$ cat src/design/ces_defs.svh
// constants for the camera exposure trigger sequencer
// Summary of operation
// - mode field picks six behaviours or off
// - off mode ignores trigger line, free-runs
// - polarity picks line high or low active
// - shutter_timed_single: activation starts shutter-timed exposure, transfer
// - level_gated_single: expose while trigger stays active
// - level_gated_single: inactive trigger ends exposure, then transfer
// - multi_pulse_accumulate: one frame accumulates over N activations, two when N is below 2
// - internal_periodic: internal continuous triggers, shutter-timed frames
// - internal_periodic: period is N fastest frame periods
// - shutter_timed_multi_frame: N shutter-timed frames, then transfer
// - level_gated_multi_frame: N level-gated frames, then transfer
// - software command triggers like hardware line
`ifndef CES_DEFS_SVH
`define CES_DEFS_SVH

// register bus widths
`define CES_ADDR_W          8
`define CES_DATA_W          32

// register byte offsets
`define CES_OFF_CTRL        8'h00
`define CES_OFF_ARG         8'h04
`define CES_OFF_SHUTTER     8'h08
`define CES_OFF_PERIOD      8'h0C
`define CES_OFF_SWTRIG      8'h10
`define CES_OFF_STATUS      8'h14
`define CES_OFF_FRAMES      8'h18

// control register fields
`define CES_CTRL_ACQ_BIT    0
`define CES_CTRL_MODE_LSB   1
`define CES_CTRL_MODE_MSB   3
`define CES_CTRL_POL_BIT    4
`define CES_CTRL_SRC_BIT    5
`define CES_CTRL_W          6

// software trigger register field
`define CES_SWTRIG_BIT      0

// status register fields
`define CES_STAT_STATE_LSB  0
`define CES_STAT_STATE_MSB  4
`define CES_STAT_LINE_BIT   8
`define CES_STAT_LEFT_LSB   16

// reset values
`define CES_CTRL_RST        6'h0C
`define CES_ARG_RST         1
`define CES_CLK_PERIOD_NS   100
`define CES_SHUTTER_RST_NS  10000
`define CES_PERIOD_RST_NS   100000
`define CES_SHUTTER_RST_CYC (`CES_SHUTTER_RST_NS / `CES_CLK_PERIOD_NS)
`define CES_PERIOD_RST_CYC  (`CES_PERIOD_RST_NS / `CES_CLK_PERIOD_NS)

`endif

$ cat src/design/ces_pkg.sv
// types of the camera exposure trigger sequencer
package ces_pkg;

    // trigger behaviour codes held in the control register
    typedef enum logic [2:0] {
        mode_shutter_timed_single      = 3'h0,
        mode_level_gated_single        = 3'h1,
        mode_multi_pulse_accumulate    = 3'h2,
        mode_internal_periodic         = 3'h3,
        mode_shutter_timed_multi_frame = 3'h4,
        mode_level_gated_multi_frame   = 3'h5,
        mode_trig_off                  = 3'h6
    } ces_mode_e;

    // sequencer states, one-hot
    typedef enum logic [4:0] {
        st_idle    = 5'b00001,
        st_arm     = 5'b00010,
        st_expose  = 5'b00100,
        st_between = 5'b01000,
        st_xfer    = 5'b10000
    } ces_state_e;

endpackage : ces_pkg

$ cat src/design/ces_trig_cond.sv
// trigger line polarity conditioner and activation edge finder
`timescale 1ns/1ns
`default_nettype none

module ces_trig_cond (
    input  wire logic clk,         // system clock
    input  wire logic srst,        // synchronous reset
    input  wire logic trig_line,   // raw trigger line
    input  wire logic pol_low,     // 1: active when line low
    output logic      active,      // conditioned active level
    output logic      activate     // one-cycle pulse on becoming active
);

    logic active_ff;   // active level, registered
    logic prev_ff;     // active level one cycle ago
    logic rise_ff;     // registered activation pulse

    // polarity applied, then edge found
    always_ff @(posedge clk) begin
        if (srst) begin
            active_ff <= 1'b0;
            prev_ff   <= 1'b0;
            rise_ff   <= 1'b0;
        end else begin
            active_ff <= trig_line ^ pol_low;
            prev_ff   <= active_ff;
            rise_ff   <= active_ff & ~prev_ff;
        end
    end

    assign active   = active_ff;
    assign activate = rise_ff;

endmodule // ces_trig_cond
`default_nettype wire

$ cat src/design/ces_tick_timer.sv
// loadable down counter giving an expiry pulse
`timescale 1ns/1ns
`default_nettype none

module ces_tick_timer #(
    parameter int W = 24   // counter width
) (
    input  wire logic         clk,       // system clock
    input  wire logic         srst,      // synchronous reset
    input  wire logic         load,      // start a new count
    input  wire logic [W-1:0] load_val,  // cycles until expiry
    input  wire logic         stop,      // abandon the count
    output logic              expire     // high in the last counted cycle
);

    logic [W-1:0] cnt_ff;   // cycles remaining

    generate
        if (W < 2 || W > 32) begin : g_bad_w
            $error("ces_tick_timer width out of range");
        end
    endgenerate

    // load wins over stop and over counting
    always_ff @(posedge clk) begin
        if (srst) begin
            cnt_ff <= '0;
        end else if (load) begin
            cnt_ff <= load_val;
        end else if (stop) begin
            cnt_ff <= '0;
        end else if (cnt_ff != '0) begin
            cnt_ff <= cnt_ff - 1'b1;
        end
    end

    // a value of 1 left means this is the final cycle
    // not gated by load: callers form load from expire, so that would loop
    assign expire = (cnt_ff == {{(W-1){1'b0}}, 1'b1}) & ~stop;

endmodule // ces_tick_timer
`default_nettype wire

$ cat src/design/ces_sequencer.sv
// exposure trigger sequencer top with register port
//
// Local design decisions: the strobed register port and the register offsets.
`timescale 1ns/1ns
`default_nettype none
`include "ces_defs.svh"

module ces_sequencer #(
    parameter int ARG_W  = 16,  // width of the count or period argument
    parameter int TIME_W = 24   // width of shutter and period counts
) (
    input  wire logic                   clk,           // 10 MHz system clock
    input  wire logic                   srst,          // synchronous reset
    input  wire logic                   trig_line,     // external trigger line
    input  wire logic [`CES_ADDR_W-1:0] reg_addr,      // register byte address
    input  wire logic [`CES_DATA_W-1:0] reg_wdata,     // register write data
    input  wire logic                   reg_wr,        // write strobe
    input  wire logic                   reg_rd,        // read strobe
    output logic      [`CES_DATA_W-1:0] reg_rdata,     // read data, cycle after strobe
    input  wire logic                   xfer_done,     // image taken by transport
    output logic                        integrating,   // sensor integrating
    output logic                        frame_start,   // pulse at each exposure start
    output logic                        xfer_req       // image ready for transfer
);

    // elaboration checks
    generate
        if (ARG_W < 2 || ARG_W > 32) begin : g_bad_arg
            $error("ces_sequencer ARG_W out of range");
        end
        if (TIME_W < 2 || TIME_W > 32) begin : g_bad_time
            $error("ces_sequencer TIME_W out of range");
        end
    endgenerate

    localparam logic [ARG_W-1:0]  ARG_ONE   = {{(ARG_W-1){1'b0}}, 1'b1};   // argument one
    localparam logic [ARG_W-1:0]  ARG_RST   = ARG_W'(`CES_ARG_RST);        // argument reset
    localparam logic [TIME_W-1:0] SHUT_RST  = TIME_W'(`CES_SHUTTER_RST_CYC); // shutter reset
    localparam logic [TIME_W-1:0] PER_RST   = TIME_W'(`CES_PERIOD_RST_CYC);  // period reset
    localparam logic [TIME_W-1:0] TIME_ONE  = {{(TIME_W-1){1'b0}}, 1'b1};  // one cycle

    // ---------------- registers ----------------
    logic [`CES_CTRL_W-1:0] ctrl_ff;       // control word
    logic [ARG_W-1:0]       arg_ff;        // trigger count or period argument
    logic [TIME_W-1:0]      shutter_ff;    // exposure length in cycles
    logic [TIME_W-1:0]      period_ff;     // fastest frame period in cycles
    logic                   sw_cmd_ff;     // software trigger command pulse
    logic [15:0]            frames_ff;     // completed transfers
    logic [`CES_DATA_W-1:0] rdata_ff;      // read data holder

    // ---------------- sequencer state ----------------
    ces_pkg::ces_state_e    state_ff;      // current state
    ces_pkg::ces_state_e    nxt_state;     // next state
    logic [ARG_W-1:0]       left_ff;       // frames or activations left
    logic [ARG_W-1:0]       nxt_left;      // next frames left
    logic [ARG_W-1:0]       per_cnt_ff;    // fastest periods counted
    logic                   frame_st_ff;   // registered exposure start pulse

    // ---------------- decoded fields ----------------
    ces_pkg::ces_mode_e     mode;          // selected behaviour
    logic                   acq_en;        // acquisition running
    logic                   pol_low;       // line active when low
    logic                   src_sw;        // software command as source
    logic                   line_act;      // conditioned line level
    logic                   line_rise;     // line activation pulse
    logic                   hw_or_sw_rise; // activation from selected source
    logic                   level_now;     // level used by gated modes
    logic                   int_tick;      // internal periodic trigger
    logic                   start_evt;     // event that opens a sequence
    logic                   shut_load;     // start shutter timer
    logic                   shut_exp;      // shutter timer expiry
    logic                   sub_load;      // start one fastest period
    logic                   sub_exp;       // one fastest period elapsed
    logic                   per_run;       // period generator active
    logic                   expo_end;      // current exposure ends
    logic                   seq_last;      // final frame of the sequence
    logic                   wr_ctrl;       // write to control
    logic                   wr_arg;        // write to argument

    // register address match, used by write and read decode
    function automatic logic hit(input logic [`CES_ADDR_W-1:0] a,
                                 input logic [`CES_ADDR_W-1:0] off);
        hit = (a == off);
    endfunction

    // modes whose exposure length follows the trigger level
    function automatic logic is_gated(input ces_pkg::ces_mode_e m);
        is_gated = (m == ces_pkg::mode_level_gated_single) ||
                   (m == ces_pkg::mode_level_gated_multi_frame);
    endfunction

    // field extraction
    assign mode    = (ctrl_ff[`CES_CTRL_MODE_MSB:`CES_CTRL_MODE_LSB] > 3'h6) ?
                     ces_pkg::mode_trig_off :
                     ces_pkg::ces_mode_e'(ctrl_ff[`CES_CTRL_MODE_MSB:`CES_CTRL_MODE_LSB]);
    assign acq_en  = ctrl_ff[`CES_CTRL_ACQ_BIT];
    assign pol_low = ctrl_ff[`CES_CTRL_POL_BIT];
    assign src_sw  = ctrl_ff[`CES_CTRL_SRC_BIT];
    assign wr_ctrl = reg_wr & hit(reg_addr, `CES_OFF_CTRL);
    assign wr_arg  = reg_wr & hit(reg_addr, `CES_OFF_ARG);

    // trigger line conditioning
    ces_trig_cond u_cond (
        .clk       (clk),
        .srst      (srst),
        .trig_line (trig_line),
        .pol_low   (pol_low),
        .active    (line_act),
        .activate  (line_rise)
    );

    // control word, host writes while idle by convention
    always_ff @(posedge clk) begin
        if (srst) begin
            ctrl_ff <= `CES_CTRL_RST;
        end else if (wr_ctrl) begin
            ctrl_ff <= reg_wdata[`CES_CTRL_W-1:0];
        end
    end

    // argument, shutter and period words
    always_ff @(posedge clk) begin
        if (srst) begin
            arg_ff     <= ARG_RST;
            shutter_ff <= SHUT_RST;
            period_ff  <= PER_RST;
        end else if (reg_wr) begin
            if (wr_arg) begin
                arg_ff <= reg_wdata[ARG_W-1:0];
            end
            if (hit(reg_addr, `CES_OFF_SHUTTER)) begin
                shutter_ff <= reg_wdata[TIME_W-1:0];
            end
            if (hit(reg_addr, `CES_OFF_PERIOD)) begin
                period_ff <= reg_wdata[TIME_W-1:0];
            end
        end
    end

    // software trigger command, one-cycle pulse from a write
    always_ff @(posedge clk) begin
        if (srst) begin
            sw_cmd_ff <= 1'b0;
        end else begin
            sw_cmd_ff <= reg_wr & hit(reg_addr, `CES_OFF_SWTRIG) &
                         reg_wdata[`CES_SWTRIG_BIT] & src_sw;
        end
    end

    // activation from whichever source is selected
    assign hw_or_sw_rise = src_sw ? sw_cmd_ff : line_rise;
    // gated level; a software pulse has no level, so shutter timing stands in
    assign level_now     = line_act;

    // ---------------- internal periodic trigger ----------------
    // runs only in periodic mode while acquisition is enabled
    assign per_run  = acq_en & (mode == ces_pkg::mode_internal_periodic);
    assign sub_load = per_run & ((state_ff == ces_pkg::st_idle) | sub_exp);

    // one fastest frame period
    ces_tick_timer #(
        .W (TIME_W)
    ) u_sub (
        .clk      (clk),
        .srst     (srst),
        .load     (sub_load),
        .load_val ((period_ff == '0) ? TIME_ONE : period_ff),
        .stop     (~per_run),
        .expire   (sub_exp)
    );

    // counts fastest periods; tick after N of them
    always_ff @(posedge clk) begin
        if (srst) begin
            per_cnt_ff <= '0;
        end else if (!per_run) begin
            per_cnt_ff <= '0;
        end else if (sub_exp) begin
            if (per_cnt_ff + ARG_ONE >= arg_ff) begin
                per_cnt_ff <= '0;
            end else begin
                per_cnt_ff <= per_cnt_ff + ARG_ONE;
            end
        end
    end

    // N of zero is served as one
    assign int_tick = per_run & sub_exp & (per_cnt_ff + ARG_ONE >= arg_ff);

    // ---------------- sequence start selection ----------------
    always_comb begin
        unique case (mode)
            ces_pkg::mode_trig_off: begin
                start_evt = 1'b1;
            end
            ces_pkg::mode_internal_periodic: begin
                start_evt = int_tick;
            end
            default: begin
                start_evt = hw_or_sw_rise;
            end
        endcase
    end

    // ---------------- shutter timer ----------------
    // loaded at every exposure start; a process sees what the function reads
    always_comb begin
        shut_load = frame_start_c();
    end

    // exposure start condition, shared by timer and strobe
    function automatic logic frame_start_c();
        frame_start_c = ((state_ff == ces_pkg::st_arm) && acq_en && start_evt) ||
                        ((state_ff == ces_pkg::st_between) && start_evt) ||
                        ((state_ff == ces_pkg::st_expose) && expo_end && !seq_last &&
                         (mode == ces_pkg::mode_shutter_timed_multi_frame));
    endfunction

    ces_tick_timer #(
        .W (TIME_W)
    ) u_shut (
        .clk      (clk),
        .srst     (srst),
        .load     (shut_load),
        .load_val ((shutter_ff == '0) ? TIME_ONE : shutter_ff),
        .stop     (state_ff != ces_pkg::st_expose),
        .expire   (shut_exp)
    );

    // ---------------- exposure end per mode ----------------
    always_comb begin
        unique case (mode)
            ces_pkg::mode_level_gated_single,
            ces_pkg::mode_level_gated_multi_frame: begin
                // line source ends on inactive level
                expo_end = src_sw ? shut_exp : ~level_now;
            end
            ces_pkg::mode_multi_pulse_accumulate: begin
                // later activations close the frame at the count
                expo_end = hw_or_sw_rise & (left_ff <= ARG_ONE);
            end
            default: begin
                expo_end = shut_exp;
            end
        endcase
    end

    // last frame of a multi-frame sequence
    assign seq_last = (left_ff <= ARG_ONE);

    // ---------------- state machine ----------------
    always_comb begin
        nxt_state = state_ff;
        nxt_left  = left_ff;
        unique case (state_ff)
            ces_pkg::st_idle: begin
                if (acq_en) begin
                    nxt_state = ces_pkg::st_arm;
                end
            end
            ces_pkg::st_arm: begin
                if (!acq_en) begin
                    nxt_state = ces_pkg::st_idle;
                end else if (start_evt) begin
                    nxt_state = ces_pkg::st_expose;
                    if (mode == ces_pkg::mode_multi_pulse_accumulate) begin
                        // first activation opened the frame; count the rest
                        nxt_left = (arg_ff < 2) ? ARG_ONE : arg_ff - ARG_ONE;
                    end else if (mode == ces_pkg::mode_shutter_timed_multi_frame ||
                                 mode == ces_pkg::mode_level_gated_multi_frame) begin
                        nxt_left = (arg_ff == '0) ? ARG_ONE : arg_ff;
                    end else begin
                        nxt_left = ARG_ONE;
                    end
                end
            end
            ces_pkg::st_expose: begin
                if (mode == ces_pkg::mode_multi_pulse_accumulate) begin
                    // activations during the frame are counted
                    if (expo_end) begin
                        nxt_state = ces_pkg::st_xfer;
                    end else if (hw_or_sw_rise) begin
                        nxt_left = left_ff - ARG_ONE;
                    end
                end else if (expo_end) begin
                    if (seq_last) begin
                        nxt_state = ces_pkg::st_xfer;
                    end else begin
                        nxt_left = left_ff - ARG_ONE;
                        if (mode == ces_pkg::mode_level_gated_multi_frame) begin
                            nxt_state = ces_pkg::st_between;
                        end
                    end
                end
            end
            ces_pkg::st_between: begin
                // waits for the next activation of a gated multi-frame
                if (start_evt) begin
                    nxt_state = ces_pkg::st_expose;
                end
            end
            ces_pkg::st_xfer: begin
                // activations here are dropped
                if (xfer_done) begin
                    nxt_state = acq_en ? ces_pkg::st_arm : ces_pkg::st_idle;
                end
            end
            default: begin
                nxt_state = ces_pkg::st_idle;
            end
        endcase
    end

    // state and count registers
    always_ff @(posedge clk) begin
        if (srst) begin
            state_ff <= ces_pkg::st_idle;
            left_ff  <= '0;
        end else begin
            state_ff <= nxt_state;
            left_ff  <= nxt_left;
        end
    end

    // exposure start strobe, registered
    always_ff @(posedge clk) begin
        if (srst) begin
            frame_st_ff <= 1'b0;
        end else begin
            frame_st_ff <= shut_load;
        end
    end

    // completed transfer counter
    always_ff @(posedge clk) begin
        if (srst) begin
            frames_ff <= 16'h0000;
        end else if ((state_ff == ces_pkg::st_xfer) && xfer_done) begin
            frames_ff <= frames_ff + 16'h0001;
        end
    end

    // ---------------- read port ----------------
    // data valid the cycle after the strobe, zero otherwise
    always_ff @(posedge clk) begin
        if (srst) begin
            rdata_ff <= '0;
        end else if (!reg_rd) begin
            rdata_ff <= '0;
        end else begin
            rdata_ff <= '0;
            if (hit(reg_addr, `CES_OFF_CTRL)) begin
                rdata_ff[`CES_CTRL_W-1:0] <= ctrl_ff;
            end
            if (hit(reg_addr, `CES_OFF_ARG)) begin
                rdata_ff[ARG_W-1:0] <= arg_ff;
            end
            if (hit(reg_addr, `CES_OFF_SHUTTER)) begin
                rdata_ff[TIME_W-1:0] <= shutter_ff;
            end
            if (hit(reg_addr, `CES_OFF_PERIOD)) begin
                rdata_ff[TIME_W-1:0] <= period_ff;
            end
            if (hit(reg_addr, `CES_OFF_STATUS)) begin
                rdata_ff[`CES_STAT_STATE_MSB:`CES_STAT_STATE_LSB] <= state_ff;
                rdata_ff[`CES_STAT_LINE_BIT] <= line_act;
                rdata_ff[`CES_STAT_LEFT_LSB +: 16] <= 16'(left_ff);
            end
            if (hit(reg_addr, `CES_OFF_FRAMES)) begin
                rdata_ff[15:0] <= frames_ff;
            end
        end
    end

    // outputs
    assign reg_rdata   = rdata_ff;
    assign integrating = (state_ff == ces_pkg::st_expose);
    assign frame_start = frame_st_ff;
    assign xfer_req    = (state_ff == ces_pkg::st_xfer);

endmodule // ces_sequencer
`default_nettype wire

$ cat config.mk
export PLATFORM = sky130hd
export DESIGN_NAME = ces_sequencer
export DESIGN_NICKNAME = d
export VERILOG_FILES = /design/src/design/ces_pkg.sv /design/src/design/ces_trig_cond.sv /design/src/design/ces_tick_timer.sv /design/src/design/ces_sequencer.sv
export VERILOG_INCLUDE_DIRS = /design/src /design/src/design
export SDC_FILE = /design/constraint.sdc
export NUM_CORES = 1
export LEC_CHECK = 0
export BUFFER_PORTS_ARGS = -buffer_cell sky130_fd_sc_hd__buf_4
export CORE_ASPECT_RATIO = 1.4
export CORE_MARGIN = 3
export CORE_UTILIZATION = 50
export DETAILED_ROUTE_END_ITERATION = 8
export GPL_TIMING_DRIVEN = 0
export PLACE_DENSITY = 0.83
export SLEW_MARGIN = 10
export SYNTH_ARGS = -nofsm -noshare
export SYNTH_HDL_FRONTEND = slang
export SYNTH_SLANG_ARGS = --single-unit
$ cat constraint.sdc
create_clock -name clk -period 3.4 [get_ports clk]
set_clock_uncertainty 0.05 [all_clocks]
set_input_delay 0.68 -clock clk [delete_from_list [all_inputs] [get_ports clk]]
set_output_delay 0.68 -clock clk [all_outputs]
set_load 0.02 [all_outputs]
==> summary.txt <==
Route
  • Routed via count divided by cell count: between 6 and 7
  • Drt pass-1 iters: 9
  • DRC violation total after the first TritonRoute iteration: 1500
  • Count of nets left with antenna violations after detail routing: 0
  • Total routed wirelength: approximately 38000 um
  • Detailed-route via count: around 11000
  • Per-cell routed wire length: about 22 um
  • Drt drc: 1

CTS
  • Clock insertion delay at the later pin of the skew report: 0.52 ns
  • Clock buffer count from CTS: 21
  • Cts-stage hold buffer count: 0
  • Max Root-Sink Buffers: 3
  • Clock root buffer: sky130_fd_sc_hd__clkbuf_16
  • Number of clock sinks seen by CTS: 208
  • Clock slew at reported path FFs: roughly 0.06 ns
  • Clock tree from TritonCTS: built
  • H-Tree Depth: 1

Finish
  • Fraction of layout cells with a size suffix above 1: 15.4%
  • Ant. Diodes: 0
  • Most common cell after layout, fill and taps aside: sky130_fd_sc_hd__nand2_1
  • Most frequent cells in the layout: sky130_fd_sc_hd__nand2_1, sky130_fd_sc_hd__dfxtp_1, sky130_fd_sc_hd__a21oi_1
  • Final design utilization: 62.1%
  • Growth of design area from synthesis to finish: 21.3%
  • Total number of nets in the final design: around 1600

Critical path
  • Critical path cell sequence: and4_4 > nand4_1 > buf_4 > nor2_2 > xnor2_1 > ha_1 > a21oi_2 > o21ai_1 > a2111oi_2 > o21a_2 > o31a_1 > o32ai_4 > clkbuf_8 > mux2_2
  • Crit. End Element: register
  • Startpoint type of the worst setup path: register
  • Internal reg-to-reg setup slack: -0.29 ns
  • Worst Reg2Reg Path Length in Cells: 14
  • Critical register-to-register path startpoint: per_cnt_ff[0]
  • Endpoint of the worst setup timing path: u_shut.cnt_ff[3]
  • Terminus of the critical flop-to-flop path: u_shut.cnt_ff[3]
  • Number of stages on the worst setup path: 14
  • Origin of the worst setup path: per_cnt_ff[0]
  • Arrival time of the worst setup path: a little over 4 ns
  • Crit path max-delay cell type: sky130_fd_sc_hd__a2111oi_2
  • Worst setup path class: register to register
  • Count of buffering cells on the critical path with inverters included: 2
  • Cell family with most CP delay: compound AO/OA/AOI/OAI gates
  • Maximum cell stage delay along the critical path: between 0.3 and 0.4 ns
  • Required time of the critical path: roughly 3.8 ns
  • Critical Path Fanout Max: 5

Timing
  • Actual slew at the worst max-slew pin: 1.11 ns
  • Crit path time final: about 3.7 ns
  • Unrepaired setup endpoints after global routing: true
  • Least setup slack across all paths after layout: -0.292 ns
  • Number of endpoints failing setup at the final stage: 60
  • Final clock period utilization by the worst path: 109%
  • Count of endpoints failing hold in the final timing report: 0
  • Minimum hold slack: between 0.3 and 0.4 ns
  • Maximum clock rate: 271 MHz
  • Setup tns final: -10.03 ns
  • Worst max-slew margin expressed relative to the limit: between 20% and 30%
  • Total count of max-transition violations in the final report: 0

Die
  • Overall die area: roughly 23000 um2
  • Initial Util: around 51%
  • Std cell rows: 62
  • Die Span X: 129 um
  • Top-level port count: slightly above 80
  • Placeable Area: just over 20000 um2
  • Overall die height: roughly 180 um

Synthesis
  • Top cell type by total area after synthesis: sky130_fd_sc_hd__dfxtp_1
  • Top-area cell type share of the netlist area: around 40%
  • Area of the mapped netlist: about 11000 um2
  • Yosys reg bits: about 210
  • Biggest area contributors in the synthesized netlist: sky130_fd_sc_hd__dfxtp_1, sky130_fd_sc_hd__nand2_1, sky130_fd_sc_hd__a21oi_1
  • Post-Synthesis Cells: about 1300
  • Number of warnings issued by yosys: 0
  • Syn Nets: 1412
  • Top_reg_cell synth: sky130_fd_sc_hd__dfxtp_1
  • Average footprint of a synthesized cell: 7.87 um2
  • Number of enable-type register cells in the synthesized netlist: 0
  • Synth async-reset ratio: 0%
  • Distinct cell type count after synthesis: 67
  • Register area share after synthesis: between 30% and 40%

Global route
  • Maximum number of pins on one net before global-route repair: 14
  • Congestion Overflow GR: 0
  • Number of antenna violations at the first check in global routing: 0
  • Gr usage total: between 30% and 40%
  • Number of global-route vias before repair: roughly 10000
  • Wire length of the first global-routing pass: 56800 um

Worst hold path
  • HP Start: xfer_done
  • Class of the tightest hold or removal check: input port to register
  • Worst hold stages: 2

Job
  • Max-cap viol count: 0

Pwr
  • Power share of the clock group: 44.6%
  • Net Switching: 0.00125 W
  • Internal power contribution: 0.00386 W
  • Switching Share: 24.5%
  • Part of the total power dissipated in combinational logic: 6.8%
  • Proportion of power drawn by flip-flops and latches: 48.6%
  • P per Cell Area: ~400 nW/um2
  • Leakage: about 4.7 nW
  • VDD IR-drop max: 322 uV

Place
  • Global placer's final weighted congestion: 0.981
  • HPWL after DPL: between 20000 and 30000 um
  • I/O Buffers: 71

Outcome
  • Run status: finished with violations
  • Violations in the final reports: design-rule violations, negative setup slack
sequential cells by signal, indices dropped and copies added, names as in the netlist:
name             count
reg_rdata           32
period_ff           24
shutter_ff          24
u_shut.cnt_ff       24
u_sub.cnt_ff        24
arg_ff              16
frames_ff           16
left_ff             16
per_cnt_ff          16
ctrl_ff              6
state_ff             5
frame_start          1
sw_cmd_ff            1
u_cond.activate      1
u_cond.active        1
u_cond.prev_ff       1
cell families (layout without fill, tap and decap cells):
family,Yosys count,in the layout,synth area share [%]
and+or+nand+nor,580,580,25.9
buffers and inverters,117,267,4.42
AOI/OAI and AO/OA,321,321,19.5
DFF,208,208,39.4
muxes,21,21,2.00
adders and majority gates,25,25,2.96
xor gates and xnor gates,69,69,5.72
routing by layer:
metal / GRT usage, % / wire (um) / part of all wire, % / up-vias
li1: - / - / - / 5092
met1: 37.7 / 13600 / 36 / 5216
met2: 53.3 / 17900 / 47 / 706
met3: 3.97 / 3350 / 8.8 / 203
met4: 19.8 / 3050 / 8.0 / 0
met5: 0 / 0 / 0 / -
timing repair:
item | in CTS | in global routing
setup buffers | 20 | 23
pin swaps | 13 | 36
gates resized for setup | 48 | 57
cloned | 1 | 2
endpoints found under the setup margin | 75 | 80
per-stage QoR:
stage               std cells  total power, W  cell area [um2]  setup slack (ns)
floorplan                1341         0.00270            10600           0.00141
global placement         1668         0.00285            11400            -0.536
detailed placement       1668         0.00285            11400            -0.676
CTS                      1724         0.00509            12400            -0.125
global route             1747         0.00520            12800            -0.378
finish                   1747         0.00511            12800            -0.292
worst min path at each step:
stage                            to  slack [ns]
floorplan           u_cond.activate        0.32
global placement    u_cond.activate        0.32
detailed placement  u_cond.activate        0.33
CTS                     state_ff[4]        0.33
global route            state_ff[4]        0.35
finish                  state_ff[4]        0.34
power by group through the flow:
stage	logic, W	registers, W	clock network (W)
3_3_place_gp	0.000329	0.00252	0
2_1_floorplan	0.000183	0.00252	0
3_5_place_dp	0.000329	0.00252	0
4_1_cts	0.000342	0.00247	0.00228
5_1_grt	0.000366	0.00248	0.00235
6_report	0.000349	0.00248	0.00228
cell type report:
class	count	area (um2)
Clock inverter	5	53.8
Sequential cell	208	4190
Clock buffer	30	599
Timing Repair Buffer	117	907
Buffer	78	380
Multi-Input combinational cell	1016	6220
Inverter	37	139
Fill cell	1787	7830
Tap cell	256	320
Yosys cell counts, types with 21 or more instances:
cell type,n
sky130_fd_sc_hd__nor4_1,33
sky130_fd_sc_hd__xnor2_1,29
sky130_fd_sc_hd__inv_1,36
sky130_fd_sc_hd__nor3_1,46
sky130_fd_sc_hd__and3_1,21
sky130_fd_sc_hd__xor2_1,40
sky130_fd_sc_hd__nor2_1,116
sky130_fd_sc_hd__nand3_1,37
sky130_fd_sc_hd__ha_1,25
sky130_fd_sc_hd__o21ai_0,33
sky130_fd_sc_hd__clkbuf_1,73
sky130_fd_sc_hd__nand2_1,231
sky130_fd_sc_hd__a21oi_1,142
sky130_fd_sc_hd__a22oi_1,28
sky130_fd_sc_hd__dfxtp_1,208
Note: power is estimated with default switching activity, not from simulation.
